==> src/srgc_regs.svh <==
// Timing constants for the synchronous-rectifier gate control block.
// Assumes a single 25 MHz clock; all durations are converted to cycles here.
// Functional notes
// Turn on when sense below turn-on level
// Each turn-on starts the on guard period
// On guard length from resistor or fixed
// Sense above turn-off level ends drive
// Off guard starts when sense above rearm
// Off guard length from resistor or fixed
// Ringing below rearm restarts off guard
// Rearm comparator retriggers off guard repeatedly
// No turn-on before off guard expires
// Trigger turns drive off within bounded delay
// Trigger ignored during blanking after turn-on
// Trigger outranks sense outside blanking
// Trigger high turns off, blocks turn-on
// Trigger held high long enters sleep
// Trigger low long enough leaves sleep
// Primary side keeps switch overlap short
// Early turn-off level waits for guard end
// Trigger turn-off overrides on guard period
// Drive low in and entering sleep
// After sleep: full off guard, next edge
// Inputs digital, timers are counters
`ifndef SRGC_REGS_SVH
`define SRGC_REGS_SVH

`define SRGC_CLK_NS 40
`define SRGC_MIN_CYC(ns) (((ns) + `SRGC_CLK_NS - 1) / `SRGC_CLK_NS)

`define SRGC_ON_GUARD_T1_NS  200
`define SRGC_ON_GUARD_T2_NS  400
`define SRGC_ON_GUARD_T3_NS  800
`define SRGC_OFF_GUARD_T1_NS 120
`define SRGC_OFF_GUARD_T2_NS 240
`define SRGC_OFF_GUARD_T3_NS 480
`define SRGC_BLANK_NS        120
`define SRGC_SLEEP_ENTRY_NS  20000
`define SRGC_SLEEP_EXIT_NS   2000

`define SRGC_ON_GUARD_C1  16'(`SRGC_MIN_CYC(`SRGC_ON_GUARD_T1_NS))
`define SRGC_ON_GUARD_C2  16'(`SRGC_MIN_CYC(`SRGC_ON_GUARD_T2_NS))
`define SRGC_ON_GUARD_C3  16'(`SRGC_MIN_CYC(`SRGC_ON_GUARD_T3_NS))
`define SRGC_OFF_GUARD_C1 16'(`SRGC_MIN_CYC(`SRGC_OFF_GUARD_T1_NS))
`define SRGC_OFF_GUARD_C2 16'(`SRGC_MIN_CYC(`SRGC_OFF_GUARD_T2_NS))
`define SRGC_OFF_GUARD_C3 16'(`SRGC_MIN_CYC(`SRGC_OFF_GUARD_T3_NS))
`define SRGC_BLANK_CYC    16'(`SRGC_MIN_CYC(`SRGC_BLANK_NS))
`define SRGC_ENTRY_CYC    16'(`SRGC_MIN_CYC(`SRGC_SLEEP_ENTRY_NS))
`define SRGC_EXIT_CYC     16'(`SRGC_MIN_CYC(`SRGC_SLEEP_EXIT_NS))

`endif

==> src/srgc_pkg.sv <==
// Types shared by the gate control block and its timer.
// Assumes nothing beyond the constants header.
package srgc_pkg;

  typedef logic [15:0] srgc_cnt_t;

  typedef struct packed {
    logic below_on;
    logic above_off;
    logic above_rearm;
  } srgc_sense_t;

  typedef struct packed {
    logic [1:0] sel;
    srgc_cnt_t  ext_cycles;
  } srgc_guard_cfg_t;

  typedef enum logic [2:0] {
    SRGC_SLEEP,
    SRGC_OFF,
    SRGC_READY,
    SRGC_ON
  } srgc_state_t;

endpackage

==> src/srgc_timer.sv <==
// Up-counter with a terminal count, cleared whenever run is low.
// Assumes tc is at least one and steady while run is high.
`timescale 1ns/1ps
module srgc_timer
  import srgc_pkg::*;
(
  // Clock and reset
  input  wire logic      clk,
  input  wire logic      rst,
  // Control
  input  wire logic      run,
  input  wire srgc_cnt_t tc,
  // Status
  output logic           done
);

  srgc_cnt_t cnt_q;

  always_ff @(posedge clk) begin
    if (rst || !run) begin
      cnt_q <= 16'h0000;
    end else if (cnt_q != tc) begin
      cnt_q <= cnt_q + 16'h0001;
    end
  end

  assign done = run && (cnt_q == tc);

endmodule

==> src/srgc_ctrl.sv <==
// Gate control for a secondary-side synchronous-rectifier transistor.
// Assumes comparator results and the trigger level arrive synchronous to clk.
`timescale 1ns/1ps
`include "srgc_regs.svh"
module srgc_ctrl
  import srgc_pkg::*;
(
  // Clock and reset
  input  wire logic            clk,
  input  wire logic            rst,
  // Comparator results on the sense input
  input  wire srgc_sense_t     zero_current_comparator,
  // Trigger and sleep request from the primary side
  input  wire logic            trigger_sleep_input,
  // Guard period selection, sel 0 takes the resistor-derived count
  input  wire srgc_guard_cfg_t on_guard_set_resistor,
  input  wire srgc_guard_cfg_t off_guard_set_resistor,
  // Outputs
  output logic                 gate_drive_output,
  output logic                 sleep_mode
);

  function automatic srgc_cnt_t pick_tc(input srgc_guard_cfg_t cfg,
                                        input srgc_cnt_t f1,
                                        input srgc_cnt_t f2,
                                        input srgc_cnt_t f3);
    srgc_cnt_t r;
    r = f1;
    if (cfg.sel == 2'd0) begin
      r = (cfg.ext_cycles == 16'h0000) ? 16'h0001 : cfg.ext_cycles;
    end else if (cfg.sel == 2'd1) begin
      r = f1;
    end else if (cfg.sel == 2'd2) begin
      r = f2;
    end else begin
      r = f3;
    end
    return r;
  endfunction

  srgc_state_t state_q;
  srgc_state_t state_d;
  logic        gate_q;
  logic        below_on_q;
  logic        on_edge;
  logic        on_done;
  logic        off_done;
  logic        blank_done;
  logic        entry_done;
  logic        exit_done;
  logic        blanking;
  logic        trig_eff;
  logic        off_run;
  srgc_cnt_t   on_tc;
  srgc_cnt_t   off_tc;

  assign on_tc  = pick_tc(on_guard_set_resistor, `SRGC_ON_GUARD_C1,
                          `SRGC_ON_GUARD_C2, `SRGC_ON_GUARD_C3);
  assign off_tc = pick_tc(off_guard_set_resistor, `SRGC_OFF_GUARD_C1,
                          `SRGC_OFF_GUARD_C2, `SRGC_OFF_GUARD_C3);

  // Turn-on follows a fresh crossing, so a level already low never re-fires
  always_ff @(posedge clk) begin
    if (rst) begin
      below_on_q <= 1'b0;
    end else begin
      below_on_q <= zero_current_comparator.below_on;
    end
  end
  assign on_edge = zero_current_comparator.below_on && !below_on_q;

  // Off guard only counts while sense sits above the rearm level
  assign off_run = (state_q == SRGC_OFF)
                   && zero_current_comparator.above_rearm;

  srgc_timer u_on_guard (
    .clk  (clk),
    .rst  (rst),
    .run  (state_q == SRGC_ON),
    .tc   (on_tc),
    .done (on_done)
  );
  srgc_timer u_off_guard (
    .clk  (clk),
    .rst  (rst),
    .run  (off_run),
    .tc   (off_tc),
    .done (off_done)
  );
  srgc_timer u_blank (
    .clk  (clk),
    .rst  (rst),
    .run  (state_q == SRGC_ON),
    .tc   (`SRGC_BLANK_CYC),
    .done (blank_done)
  );
  srgc_timer u_entry (
    .clk  (clk),
    .rst  (rst),
    .run  (trigger_sleep_input && state_q != SRGC_SLEEP),
    .tc   (`SRGC_ENTRY_CYC),
    .done (entry_done)
  );
  srgc_timer u_exit (
    .clk  (clk),
    .rst  (rst),
    .run  (!trigger_sleep_input && state_q == SRGC_SLEEP),
    .tc   (`SRGC_EXIT_CYC),
    .done (exit_done)
  );

  // Blank holds from turn-on until its timer ends; the timer sticks at done
  assign blanking = (state_q == SRGC_ON) && !blank_done;
  assign trig_eff = trigger_sleep_input && !blanking;

  always_comb begin
    state_d = state_q;
    case (state_q)
      SRGC_SLEEP: begin
        if (exit_done) begin
          state_d = SRGC_OFF;
        end
      end
      SRGC_OFF: begin
        if (off_done) begin
          state_d = SRGC_READY;
        end
      end
      SRGC_READY: begin
        if (on_edge && !trigger_sleep_input) begin
          state_d = SRGC_ON;
        end
      end
      SRGC_ON: begin
        if (trig_eff) begin
          state_d = SRGC_OFF;
        end else if (zero_current_comparator.above_off && on_done) begin
          state_d = SRGC_OFF;
        end
      end
      default: state_d = SRGC_OFF;
    endcase
    if (entry_done) begin
      state_d = SRGC_SLEEP;
    end
  end

  always_ff @(posedge clk) begin
    if (rst) begin
      state_q <= SRGC_OFF;
    end else begin
      state_q <= state_d;
    end
  end

  // Drive is a flop so it leaves the block glitch-free
  always_ff @(posedge clk) begin
    if (rst) begin
      gate_q <= 1'b0;
    end else begin
      gate_q <= (state_d == SRGC_ON);
    end
  end
  assign gate_drive_output = gate_q;
  assign sleep_mode        = (state_q == SRGC_SLEEP);
endmodule

==> config.mk <==
export PLATFORM = sky130hd
export DESIGN_NAME = srgc_ctrl
export DESIGN_NICKNAME = d
export VERILOG_FILES = /design/src/srgc_pkg.sv /design/src/srgc_timer.sv /design/src/srgc_ctrl.sv
export VERILOG_INCLUDE_DIRS = /design/src
export SDC_FILE = /design/constraint.sdc
export NUM_CORES = 1
export LEC_CHECK = 0
export BUFFER_PORTS_ARGS = -buffer_cell sky130_fd_sc_hd__buf_2
export CORE_ASPECT_RATIO = 0.7
export CORE_MARGIN = 2
export CORE_UTILIZATION = 60
export CTS_CLUSTER_DIAMETER = 40
export DETAILED_ROUTE_END_ITERATION = 10
export GPL_TIMING_DRIVEN = 0
export PLACE_DENSITY = 0.79
export SYNTH_ARGS = -nofsm -noshare
export SYNTH_HDL_FRONTEND = slang
export SYNTH_SLANG_ARGS = --single-unit
==> constraint.sdc <==
create_clock -name clk -period 3.3 [get_ports clk]
set_input_delay 0.99 -clock clk [delete_from_list [all_inputs] [get_ports clk]]
set_output_delay 0.99 -clock clk [all_outputs]
set_load 0.005 [all_outputs]
==> run metrics, run 1 <==
synth unique cells=62; top post-synthesis cells by area=dfxtp_1 (34%), xor2_1 (7.0%), nor2_1 (5.4%), nand2_1 (4.4%), o21ai_0 (4.0%); # setup viols final=0; clk sinks=85; Total Die Area=0.00905 mm^2; die width=113 um; cell with the most instances after synthesis=dfxtp_1; busiest grt layer=met2; GRT Overall Usage=27.3%; LEAKAGE=2.00 nW; Placed Area=0.00531 mm^2; Ys Warns=0; ys flop type=dfxtp_1; storage element area=0.00170 mm^2; fin util=70.5%; most common library cells after synthesis=dfxtp_1 (85), nor2_1 (72), nand2_1 (58); CTS Hold Buffers Added=0; Starting DRT DRC Count=509; initial antenna violation count=0; Synth Area in Adders=about 3%; CTS tree=built; latest clock arrival within the worst-skew pair=0.34 ns; Fillers=662; Vias=between 4000 and 5000; critical path type=in -> reg; met1 Track Usage GR=37.1%; area delta synth->final=12.9%; xor-xnor portion of the synthesized cell area=10.4%; dpl hpwl=8710 um; Worst Setup EP=u_on_guard.cnt_q[13]$_SDFFE_PP0P_; synthesized flop and latch total=85; post-route setup slack=0.170 ns; number of synthesized flops with an enable pin=0; final slew viol count=0; routed len/inst=15.2 um; hold_ws=between 0.4 and 0.5 ns; final hold violations=0; Total Nets Final=719; H-tree depth=3; Tcrit/Tclk final=between 90% and 100%; area of the multi-input gates=0.00305 mm^2; Cell Pwr Density=391 mW/mm^2; post-synth net total=666; RSZ-0062 raised after global routing=false; Worst Setup SP=on_guard_set_resistor[16]; reg2reg end=u_on_guard.cnt_q[13]$_SDFFE_PP0P_; CP startpoint kind=input port; CTS Root Cell=clkbuf_16; synthesized area=~0.005 mm^2; status=finished with violations; fin area=0.00562 mm^2; routed wire length=11700 um; CP endpoint kind=register; Initial DRT Pass Iterations=8; Slew @ Worst Pin=0.911 ns; Yosys top cell area share=between 30 and 40%; register area share after synthesis=34.2%; CTS buffer count=9; Tmin final=3.13 ns; simple-gate share of the synthesized area=32.4%; PortBufs=42; mux contribution to synthesized area=less than 1%; die height=80.2 um; violated checks=design-rule violations; DR DRC count=3; largest net degree at the start of global routing=15; setup bufs post-CTS=0; FMAX=about 320 MHz; gr ovfl total=0; Max-Cap Viols=0; top-level I/O count=44; n_diodes=0; layout cells sized above 1=around 14%; Starting Density=between 60% and 70%; post-cts sizing count=0; routability-driven placement congestion ratio=0.926; VDD IR max=0.000249 V; Post-DRT Antenna Nets=0; main combinational cell family by area after synthesis=simple AND/OR/NAND/NOR gates; cells after synthesis=612; Hold WC Path Type=reg -> reg; met2 Use GR=between 40% and 50%; clock slew at reported path FFs=approximately 0.060 ns; worst clock skew=0.00793 ns; r2r setup slk=0.81 ns; # rows=27; Crit path arrival time=approximately 3.4 ns; critical path required time=~3.6 ns; first-pass GRT wire length=20000 um; asr flop ratio synth=0%; max_slew headroom=38.8%; CP Max Fanout=10; PnR Total Power=2.20 mW; FF-to-FF Start=u_on_guard.cnt_q[7]$_SDFFE_PP0P_; core area=0.00797 mm^2; compound-cell area share of the yosys netlist=between 10% and 20%; area leader, netlist=dfxtp_1; dpl ws=-0.210 ns; Syn Area/Cell=~8.1 um^2; vias per cell=approximately 6.0; GR Layer Usage met3=6.34%; R2R cell count=8; vias in the first global route=4291; Clock Tree Buf Depth=2
-- worst min path at each step --
stage	start	end	slack (ns)	cells after the start
detailed placement	u_blank.cnt_q[1]$_SDFFE_PP0P_	u_blank.cnt_q[1]$_SDFFE_PP0P_	0.47	2
CTS	u_blank.cnt_q[1]$_SDFFE_PP0P_	u_blank.cnt_q[1]$_SDFFE_PP0P_	0.48	2
floorplan	u_blank.cnt_q[1]$_SDFFE_PP0P_	u_blank.cnt_q[1]$_SDFFE_PP0P_	0.45	2
global placement	u_blank.cnt_q[1]$_SDFFE_PP0P_	u_blank.cnt_q[1]$_SDFFE_PP0P_	0.46	2
finish	u_blank.cnt_q[1]$_SDFFE_PP0P_	u_blank.cnt_q[1]$_SDFFE_PP0P_	0.48	2
global route	u_blank.cnt_q[1]$_SDFFE_PP0P_	u_blank.cnt_q[1]$_SDFFE_PP0P_	0.51	2
-- routing by layer --
layer | share of wire [%] | up-vias
li1 | - | 2312
met1 | 47 | 2164
met2 | 44 | 153
met3 | 7.1 | 13
met4 | 1.2 | 0
met5 | 0 | -
-- kinds of logic (layout without fill, tap and decap cells) --
logic type / count (synthesis) / count (layout)
XOR/XNOR: 59 / 59
multiplexers: 4 / 4
AND/OR/NAND/NOR: 293 / 293
adder cells (fa/ha/maj): 12 / 12
buffers and inverters: 44 / 102
other: 1 / 1
flip-flops: 85 / 85
AO/OA/AOI/OAI: 114 / 114
-- cells in the final DEF (no fill, tap or decap), drive strengths merged, types with 15 or more instances in the layout --
| master | netlist | routed |
|---|---|---|
| a21oi | 27 | 27 |
| buf | 8 | 50 |
| clkbuf | 17 | 29 |
| dfxtp | 85 | 85 |
| inv | 18 | 20 |
| nand2 | 59 | 59 |
| nand3 | 29 | 29 |
| nand4 | 22 | 22 |
| nor2 | 73 | 73 |
| nor4 | 15 | 15 |
| o21ai | 44 | 44 |
| or3 | 29 | 29 |
| xnor2 | 19 | 19 |
| xor2 | 40 | 40 |
-- area by class of cell --
cell class	count	area share [%]
inverter	18	1.20
sequential	85	30.3
timing repair buffer	42	3.74
buffer	26	2.87
tap	101	2.25
clock buffer	12	4.39
multi-input combinational	483	54.3
clock inverter	4	0.980
-- state kept, by name, summed over array words and instances (netlist names) --
register	cells
below_on_q	1
gate_drive_output	1
state_q	3
u_blank.cnt_q	16
u_entry.cnt_q	16
u_exit.cnt_q	16
u_off_guard.cnt_q	16
u_on_guard.cnt_q	16
-- per-stage QoR --
step           setup TNS [ns]  cells
2_1_floorplan               0    612
3_3_place_gp           -0.426    755
3_5_place_dp            -2.75    755
4_1_cts                     0    771
5_1_grt                     0    771
6_report                    0    771
-- worst max-delay path, stage by stage --
cell and delay (ns):
buf_2 0.09, inv_1 0.05, ha_1 0.18, buf_2 0.19, clkbuf_2 0.21, o21ai_0 0.18, mux2i_1 0.09, o2111ai_1 0.52
o21bai_1 0.22, or4_1 0.52, a21oi_1 0.15
-- where the power goes --
| group | leakage, nW | switching (mW) | total [mW] | internal, mW |
|---|---|---|---|---|
| Combinational | 1.17 | 0.0788 | 0.137 | 0.0585 |
| Clock | 0.144 | 0.414 | 1.03 | 0.613 |
| Sequential | 0.685 | 0.00362 | 1.03 | 1.03 |
| Total | 2.00 | 0.497 | 2.20 | 1.70 |
Note: power is estimated with default switching activity, not from simulation.
==> run 2, diff against run 1 <==
CORE_ASPECT_RATIO = 1.2   (was 0.7)
==> run 2 against run 1 <==
  * The flow now finishes without violations
  * Flip-flop and latch count did not move
  * Critical endpoint unchanged
  * Die area about the same
  * Sequential share of layout area grew 0.46 points
  * Clock skew rose by 0.0049 ns
  * Global-route usage fell by 2.9 points
  * Clock power shrank 19%
  * Final cell count shrank 0.78%
  * Worst hold slack gained 0.0046 ns
  * Highest routed layer unchanged
==> run metrics, run 2 (synthesis results as in run 1) <==
worst path cell trace=buf_2, inv_1, ha_1, buf_2, clkbuf_1, o211ai_1, o31ai_1, o2111ai_1, o21bai_1, or4_1, a21oi_1 (was buf_2, inv_1, ha_1, buf_2, clkbuf_2, o21ai_0, mux2i_1, o2111ai_1, o21bai_1, or4_1, a21oi_1); met2 Use GR=42.5% (was 43.7%); Post-DRT Antenna Nets=0 (unchanged); Tmin final=3.05 ns (was 3.13 ns); max_slew headroom=41.2% (was 38.8%); n_diodes=0 (unchanged); vias in the first global route=4366 (was 4291); status=finished clean (was finished with violations); fin area=0.00553 mm^2 (was 0.00562 mm^2); fin util=68.3% (was 70.5%); setup bufs post-CTS=0 (unchanged); H-tree depth=3 (unchanged); CP startpoint kind=input port (unchanged); Placed Area=0.00531 mm^2 (about the same); initial antenna violation count=0 (unchanged); routed wire length=10800 um (was 11700 um); Total Die Area=0.00904 mm^2 (was 0.00905 mm^2); worst clock skew=0.0128 ns (was 0.00793 ns); most common cell after layout, fill and taps aside=dfxtp_1 (unchanged); critical path required time=3.59 ns (was 3.57 ns); vias per cell=6.01 (was 6.02); final hold violations=0 (unchanged); Slew @ Worst Pin=0.876 ns (was 0.911 ns); clk sinks=85 (unchanged); Placed Instances=749 (was 755); CP max stage cell=or4_1 (was o2111ai_1); largest net degree at the start of global routing=17 (was 15); GR Layer Usage met3=4.62% (was 6.34%); top-level I/O count=44 (unchanged); CTS buffer count=9 (unchanged); # setup viols final=0 (unchanged); Starting Density=61.4% (was 62.4%); first-pass GRT wire length=18300 um (was 20000 um); clock slew at reported path FFs=0.09 ns (was 0.06 ns); # rows=36 (was 27); area delta synth->final=11.2% (was 12.9%); latest clock arrival within the worst-skew pair=0.36 ns (was 0.34 ns); CP dominant cell by count=buf_2 (unchanged); Vias=4601 (was 4642); critical path type=in -> reg (unchanged); Crit path arrival time=3.34 ns (was 3.40 ns); Total Nets Final=719 (unchanged); CP Max Fanout=10 (unchanged); Initial DRT Pass Iterations=4 (was 8); Clock Tree Buf Depth=2 (unchanged); CTS tree=built (unchanged); Fillers=679 (was 662); final slew viol count=0 (unchanged); highest cell delay on the worst timing path=0.50 ns (was 0.52 ns); dpl hpwl=7980 um (was 8710 um); DR DRC count=0 (was 3); layout cells sized above 1=14.0% (was 13.9%); PortBufs=42 (unchanged); R2R cell count=9 (was 8); Cell Pwr Density=361 mW/mm^2 (was 391 mW/mm^2); Tcrit/Tclk final=92.3% (was 94.8%); GRT Overall Usage=24.4% (was 27.3%); VDD IR max=0.000272 V (was 0.000249 V); LEAKAGE=1.97 nW (was 2.00 nW); worst hold path cell count=2 (unchanged); die height=104 um (was 80.2 um); FMAX=328 MHz (was 320 MHz); Hold WC Path Type=reg -> reg (unchanged); CTS Root Cell=clkbuf_8 (was clkbuf_16); PnR Total Power=2.00 mW (was 2.20 mW); routability-driven placement congestion ratio=0.875 (was 0.926); RSZ-0062 raised after global routing=false (unchanged); Max-Cap Viols=0 (unchanged); busiest grt layer=met2 (unchanged); Starting DRT DRC Count=197 (was 509); core area=0.00811 mm^2 (was 0.00797 mm^2); die width=87.1 um (was 113 um); met1 Track Usage GR=28.6% (was 37.1%); most frequent cells in the layout=dfxtp_1 (85), nor2_1 (72), nand2_1 (58), buf_2 (45) (unchanged); non-filler cells, final=765 (was 771); routed len/inst=14.1 um (was 15.2 um); CP endpoint kind=register (unchanged); gr ovfl total=0 (unchanged)
-- run 2: per-layer routing --
metal	vias up	part of all wire (%)
met5	-	0
met3	20	3.5
met1	2168	44
met2	86	51
li1	2327	-
met4	0	2.2
-- run 2: worst paths after layout --
kind | from | to | slack (ns)
setup / recovery | on_guard_set_resistor[16] | u_on_guard.cnt_q[13]$_SDFFE_PP0P_ | 0.25
hold / removal | u_blank.cnt_q[1]$_SDFFE_PP0P_ | u_blank.cnt_q[1]$_SDFFE_PP0P_ | 0.49
setup reg to reg | u_on_guard.cnt_q[9]$_SDFFE_PP0P_ | u_on_guard.cnt_q[1]$_SDFFE_PP0P_ | 0.94
hold reg to reg | u_blank.cnt_q[1]$_SDFFE_PP0P_ | u_blank.cnt_q[1]$_SDFFE_PP0P_ | 0.49
-- run 2: final cells by class --
| cell class | count | area, um^2 | area share [%] |
|---|---|---|---|
| multi-input combinational | 483 | 3050 | 55.1 |
| timing repair buffer | 42 | 210 | 3.80 |
| clock buffer | 9 | 124 | 2.24 |
| inverter | 18 | 67.6 | 1.22 |
| tap | 95 | 119 | 2.15 |
| clock inverter | 7 | 103 | 1.85 |
| buffer | 26 | 160 | 2.89 |
| sequential | 85 | 1700 | 30.7 |
-- run 2: power breakdown --
part / internal [mW] / switching [mW] / total (mW)
logic: 0.0583 / 0.0753 / 0.134
registers: 1.03 / 0.00336 / 1.03
clock network: 0.435 / 0.396 / 0.831
-- run 2: through the flow --
step	hold WS, ns	worst slack [ns]	setup TNS [ns]
2_1_floorplan	0.449	0.376	0
3_3_place_gp	0.460	-0.0251	-0.0695
3_5_place_dp	0.475	-0.101	-0.916
4_1_cts	0.489	0.290	0
5_1_grt	0.518	0.0599	0
6_report	0.488	0.254	0
-- run 2: critical path, delay by kind of cell --
kind                       cells  cell delay, ns
buffers and inverters          4            0.54
adders and majority gates      1            0.18
AOI/OAI and AO/OA              5            1.12
and+or+nand+nor                1            0.50
-- run 2: timing repair --
action | 4_1_cts | 5_1_grt
hold endpoints to repair | 0 | 0
resized for setup | 0 | 2
endpoints found under the setup margin | 0 | 1
hold buffers | 0 | 0
==> run 3, diff against run 2 <==
HOLD_SLACK_MARGIN = 0.1   (was unset)
clock period = 3.4 ns   (was 3.3 ns; I/O delays follow)
==> run 3 against run 2 <==
  * Global-route usage did not move
  * Die area did not move
  * First-iteration DRC count fell by 0.51%
  * Non-clock buffer count did not move
  * Cell area barely moved
  * Combinational power fell by 4%
  * Sequential power barely moved
  * Sequential share of layout area barely moved
  * Wire length barely moved
  * Largest cell class unchanged
  * Critical path depth rose by 1
  * Clock power fell by 2.9%
  * Register-to-register slack improved by 0.08 ns
==> run metrics, run 3 (synthesis results as in run 1) <==
switch share=23.8% (about the same); die width=87.1 um (unchanged); vias in the first global route=4366 (unchanged); Starting DRT DRC Count=196 (was 197); most frequent cells in the layout=dfxtp_1 (85), nor2_1 (72), nand2_1 (58), buf_2 (45) (unchanged); met1 Track Usage GR=28.6% (unchanged); # setup viols final=0 (unchanged); worst clock skew=0.0128 ns (about the same); Vias=4604 (was 4601); final hold violations=0 (unchanged); final slew viol count=0 (unchanged); CTS Hold Buffers Added=0 (unchanged); die height=104 um (unchanged); CTS tree=built (unchanged); routability-driven placement congestion ratio=0.875 (unchanged); Total Nets Final=719 (unchanged); Power Internal=1.48 mW (was 1.52 mW); routed wire length=10800 um (about the same); n_diodes=0 (unchanged); Switch Pwr=0.461 mW (was 0.474 mW); setup bufs post-CTS=0 (unchanged); core area=0.00811 mm^2 (unchanged); Hold WC Path Type=reg -> reg (unchanged); CP max stage cell=clkbuf_1 (was or4_1); busiest grt layer=met2 (unchanged); clock share of power=41.7% (was 41.6%); gr ovfl total=0 (unchanged); Crit path arrival time=3.34 ns (about the same); PortBufs=42 (unchanged); Buffers & Inverters on Critical Path=4 (unchanged); status=finished clean (unchanged); highest cell delay on the worst timing path=0.36 ns (was 0.50 ns); # rows=36 (unchanged); post-cts sizing count=0 (unchanged); Initial DRT Pass Iterations=5 (was 4); CP Max Fanout=10 (unchanged); layout cells sized above 1=13.9% (was 14.0%); GR Layer Usage met3=4.62% (unchanged); dpl hpwl=7980 um (unchanged); top-level I/O count=44 (unchanged); clock slew at reported path FFs=0.09 ns (about the same); Starting Density=61.4% (unchanged); register share of total power=51.7% (about the same); routed len/inst=14.1 um (about the same); H-tree depth=3 (unchanged); Tmin final=3.08 ns; largest net degree at the start of global routing=17 (unchanged); LEAKAGE=1.96 nW (was 1.97 nW); vias per cell=6.02 (was 6.01); Comb power frac=6.7% (about the same); fin util=68.2% (was 68.3%); GRT Overall Usage=24.4% (unchanged); met2 Use GR=42.5% (unchanged); first-pass GRT wire length=18300 um (unchanged); Post-DRT Antenna Nets=0 (unchanged); Cell Pwr Density=350 mW/mm^2 (was 361 mW/mm^2); Max-Cap Viols=0 (unchanged); CP endpoint kind=register (unchanged); crit-path leading delay family=simple AND/OR/NAND/NOR gates (was compound AO/OA/AOI/OAI gates); Clock Tree Buf Depth=2 (unchanged); initial antenna violation count=0 (unchanged); Slew @ Worst Pin=0.858 ns (was 0.876 ns); clk sinks=85 (unchanged); worst path cell trace=buf_2, inv_1, ha_1, clkbuf_1, nand3_1, a2bb2oi_1, a32oi_1, nand4_2, nor2_2, buf_6, mux2i_1, nor2_1 (was buf_2, inv_1, ha_1, buf_2, clkbuf_1, o211ai_1, o31ai_1, o2111ai_1, o21bai_1, or4_1, a21oi_1); DR DRC count=0 (unchanged); Tcrit/Tclk final=90.5%; critical path type=in -> reg (unchanged); PnR Total Power=1.94 mW (was 2.00 mW); critical path required time=3.67 ns (was 3.59 ns); FMAX=about 330 MHz; Total Die Area=0.00904 mm^2 (unchanged); area delta synth->final=11.2% (about the same); most common cell after layout, fill and taps aside=dfxtp_1 (unchanged); CP startpoint kind=input port (unchanged); RSZ-0062 raised after global routing=false (unchanged); CTS buffer count=9 (unchanged); latest clock arrival within the worst-skew pair=0.36 ns (about the same); max_slew headroom=42.3% (was 41.2%); VDD IR max=0.000264 V (was 0.000272 V); CTS Root Cell=clkbuf_8 (unchanged)
run 3: layout make-up:
type | instances | area, um^2
multi-input combinational | 483 | 3050
sequential | 85 | 1700
fill | 680 | 2570
tap | 95 | 119
buffer | 26 | 159
inverter | 18 | 67.6
timing repair buffer | 42 | 210
clock buffer | 9 | 124
clock inverter | 7 | 103
run 3: power by group through the flow:
stage,Sequential [mW],Combinational [mW],Clock [mW]
after detailed placement,1.02,0.128,0
after global routing,1.00,0.143,0.861
final,1.00,0.129,0.807
after floorplan,1.02,0.0737,0
after global placement,1.02,0.122,0
after CTS,1.00,0.129,0.818
run 3: worst paths after layout:
check                              startpoint                           endpoint  slack, ns  depth (start not counted)
max                off_guard_set_resistor[17]  u_off_guard.cnt_q[1]$_SDFFE_PP0N_       0.32                         12
min             u_blank.cnt_q[1]$_SDFFE_PP0P_      u_blank.cnt_q[1]$_SDFFE_PP0P_       0.49                          2
max reg2reg  u_on_guard.cnt_q[7]$_SDFFE_PP0P_  u_on_guard.cnt_q[13]$_SDFFE_PP0P_       1.02                          8
min reg2reg     u_blank.cnt_q[1]$_SDFFE_PP0P_      u_blank.cnt_q[1]$_SDFFE_PP0P_       0.49                          2
run 3: through the flow:
| stage | hold slack [ns] | instances | worst slack (ns) | setup TNS, ns | cell area (um^2) |
|---|---|---|---|---|---|
| after CTS | 0.489 | 765 | 0.360 | 0 | 5530 |
| after global routing | 0.518 | 765 | 0.0619 | 0 | 5530 |
| after detailed placement | 0.475 | 749 | -0.0311 | -0.0670 | 5310 |
| after global placement | 0.460 | 749 | 0.0449 | 0 | 5310 |
| final | 0.488 | 765 | 0.324 | 0 | 5530 |
| after floorplan | 0.449 | 612 | 0.446 | 0 | 4980 |
run 3: worst register-to-register path, delay by kind of cell, from the launching register on:
| family | cells | cell delay (ns) |
|---|---|---|
| AOI/OAI and AO/OA | 5 | 1.06 |
| and+or+nand+nor | 2 | 0.61 |
| buffers and inverters | 1 | 0.32 |
| DFF | 1 | 0.31 |
run 3: per-layer routing:
layer	wire length, um	vias up	part of all wire, %
li1	-	2327	-
met1	4710	2167	44
met2	5430	89	50
met3	387	21	3.6
met4	264	0	2.4
met5	0	-	0
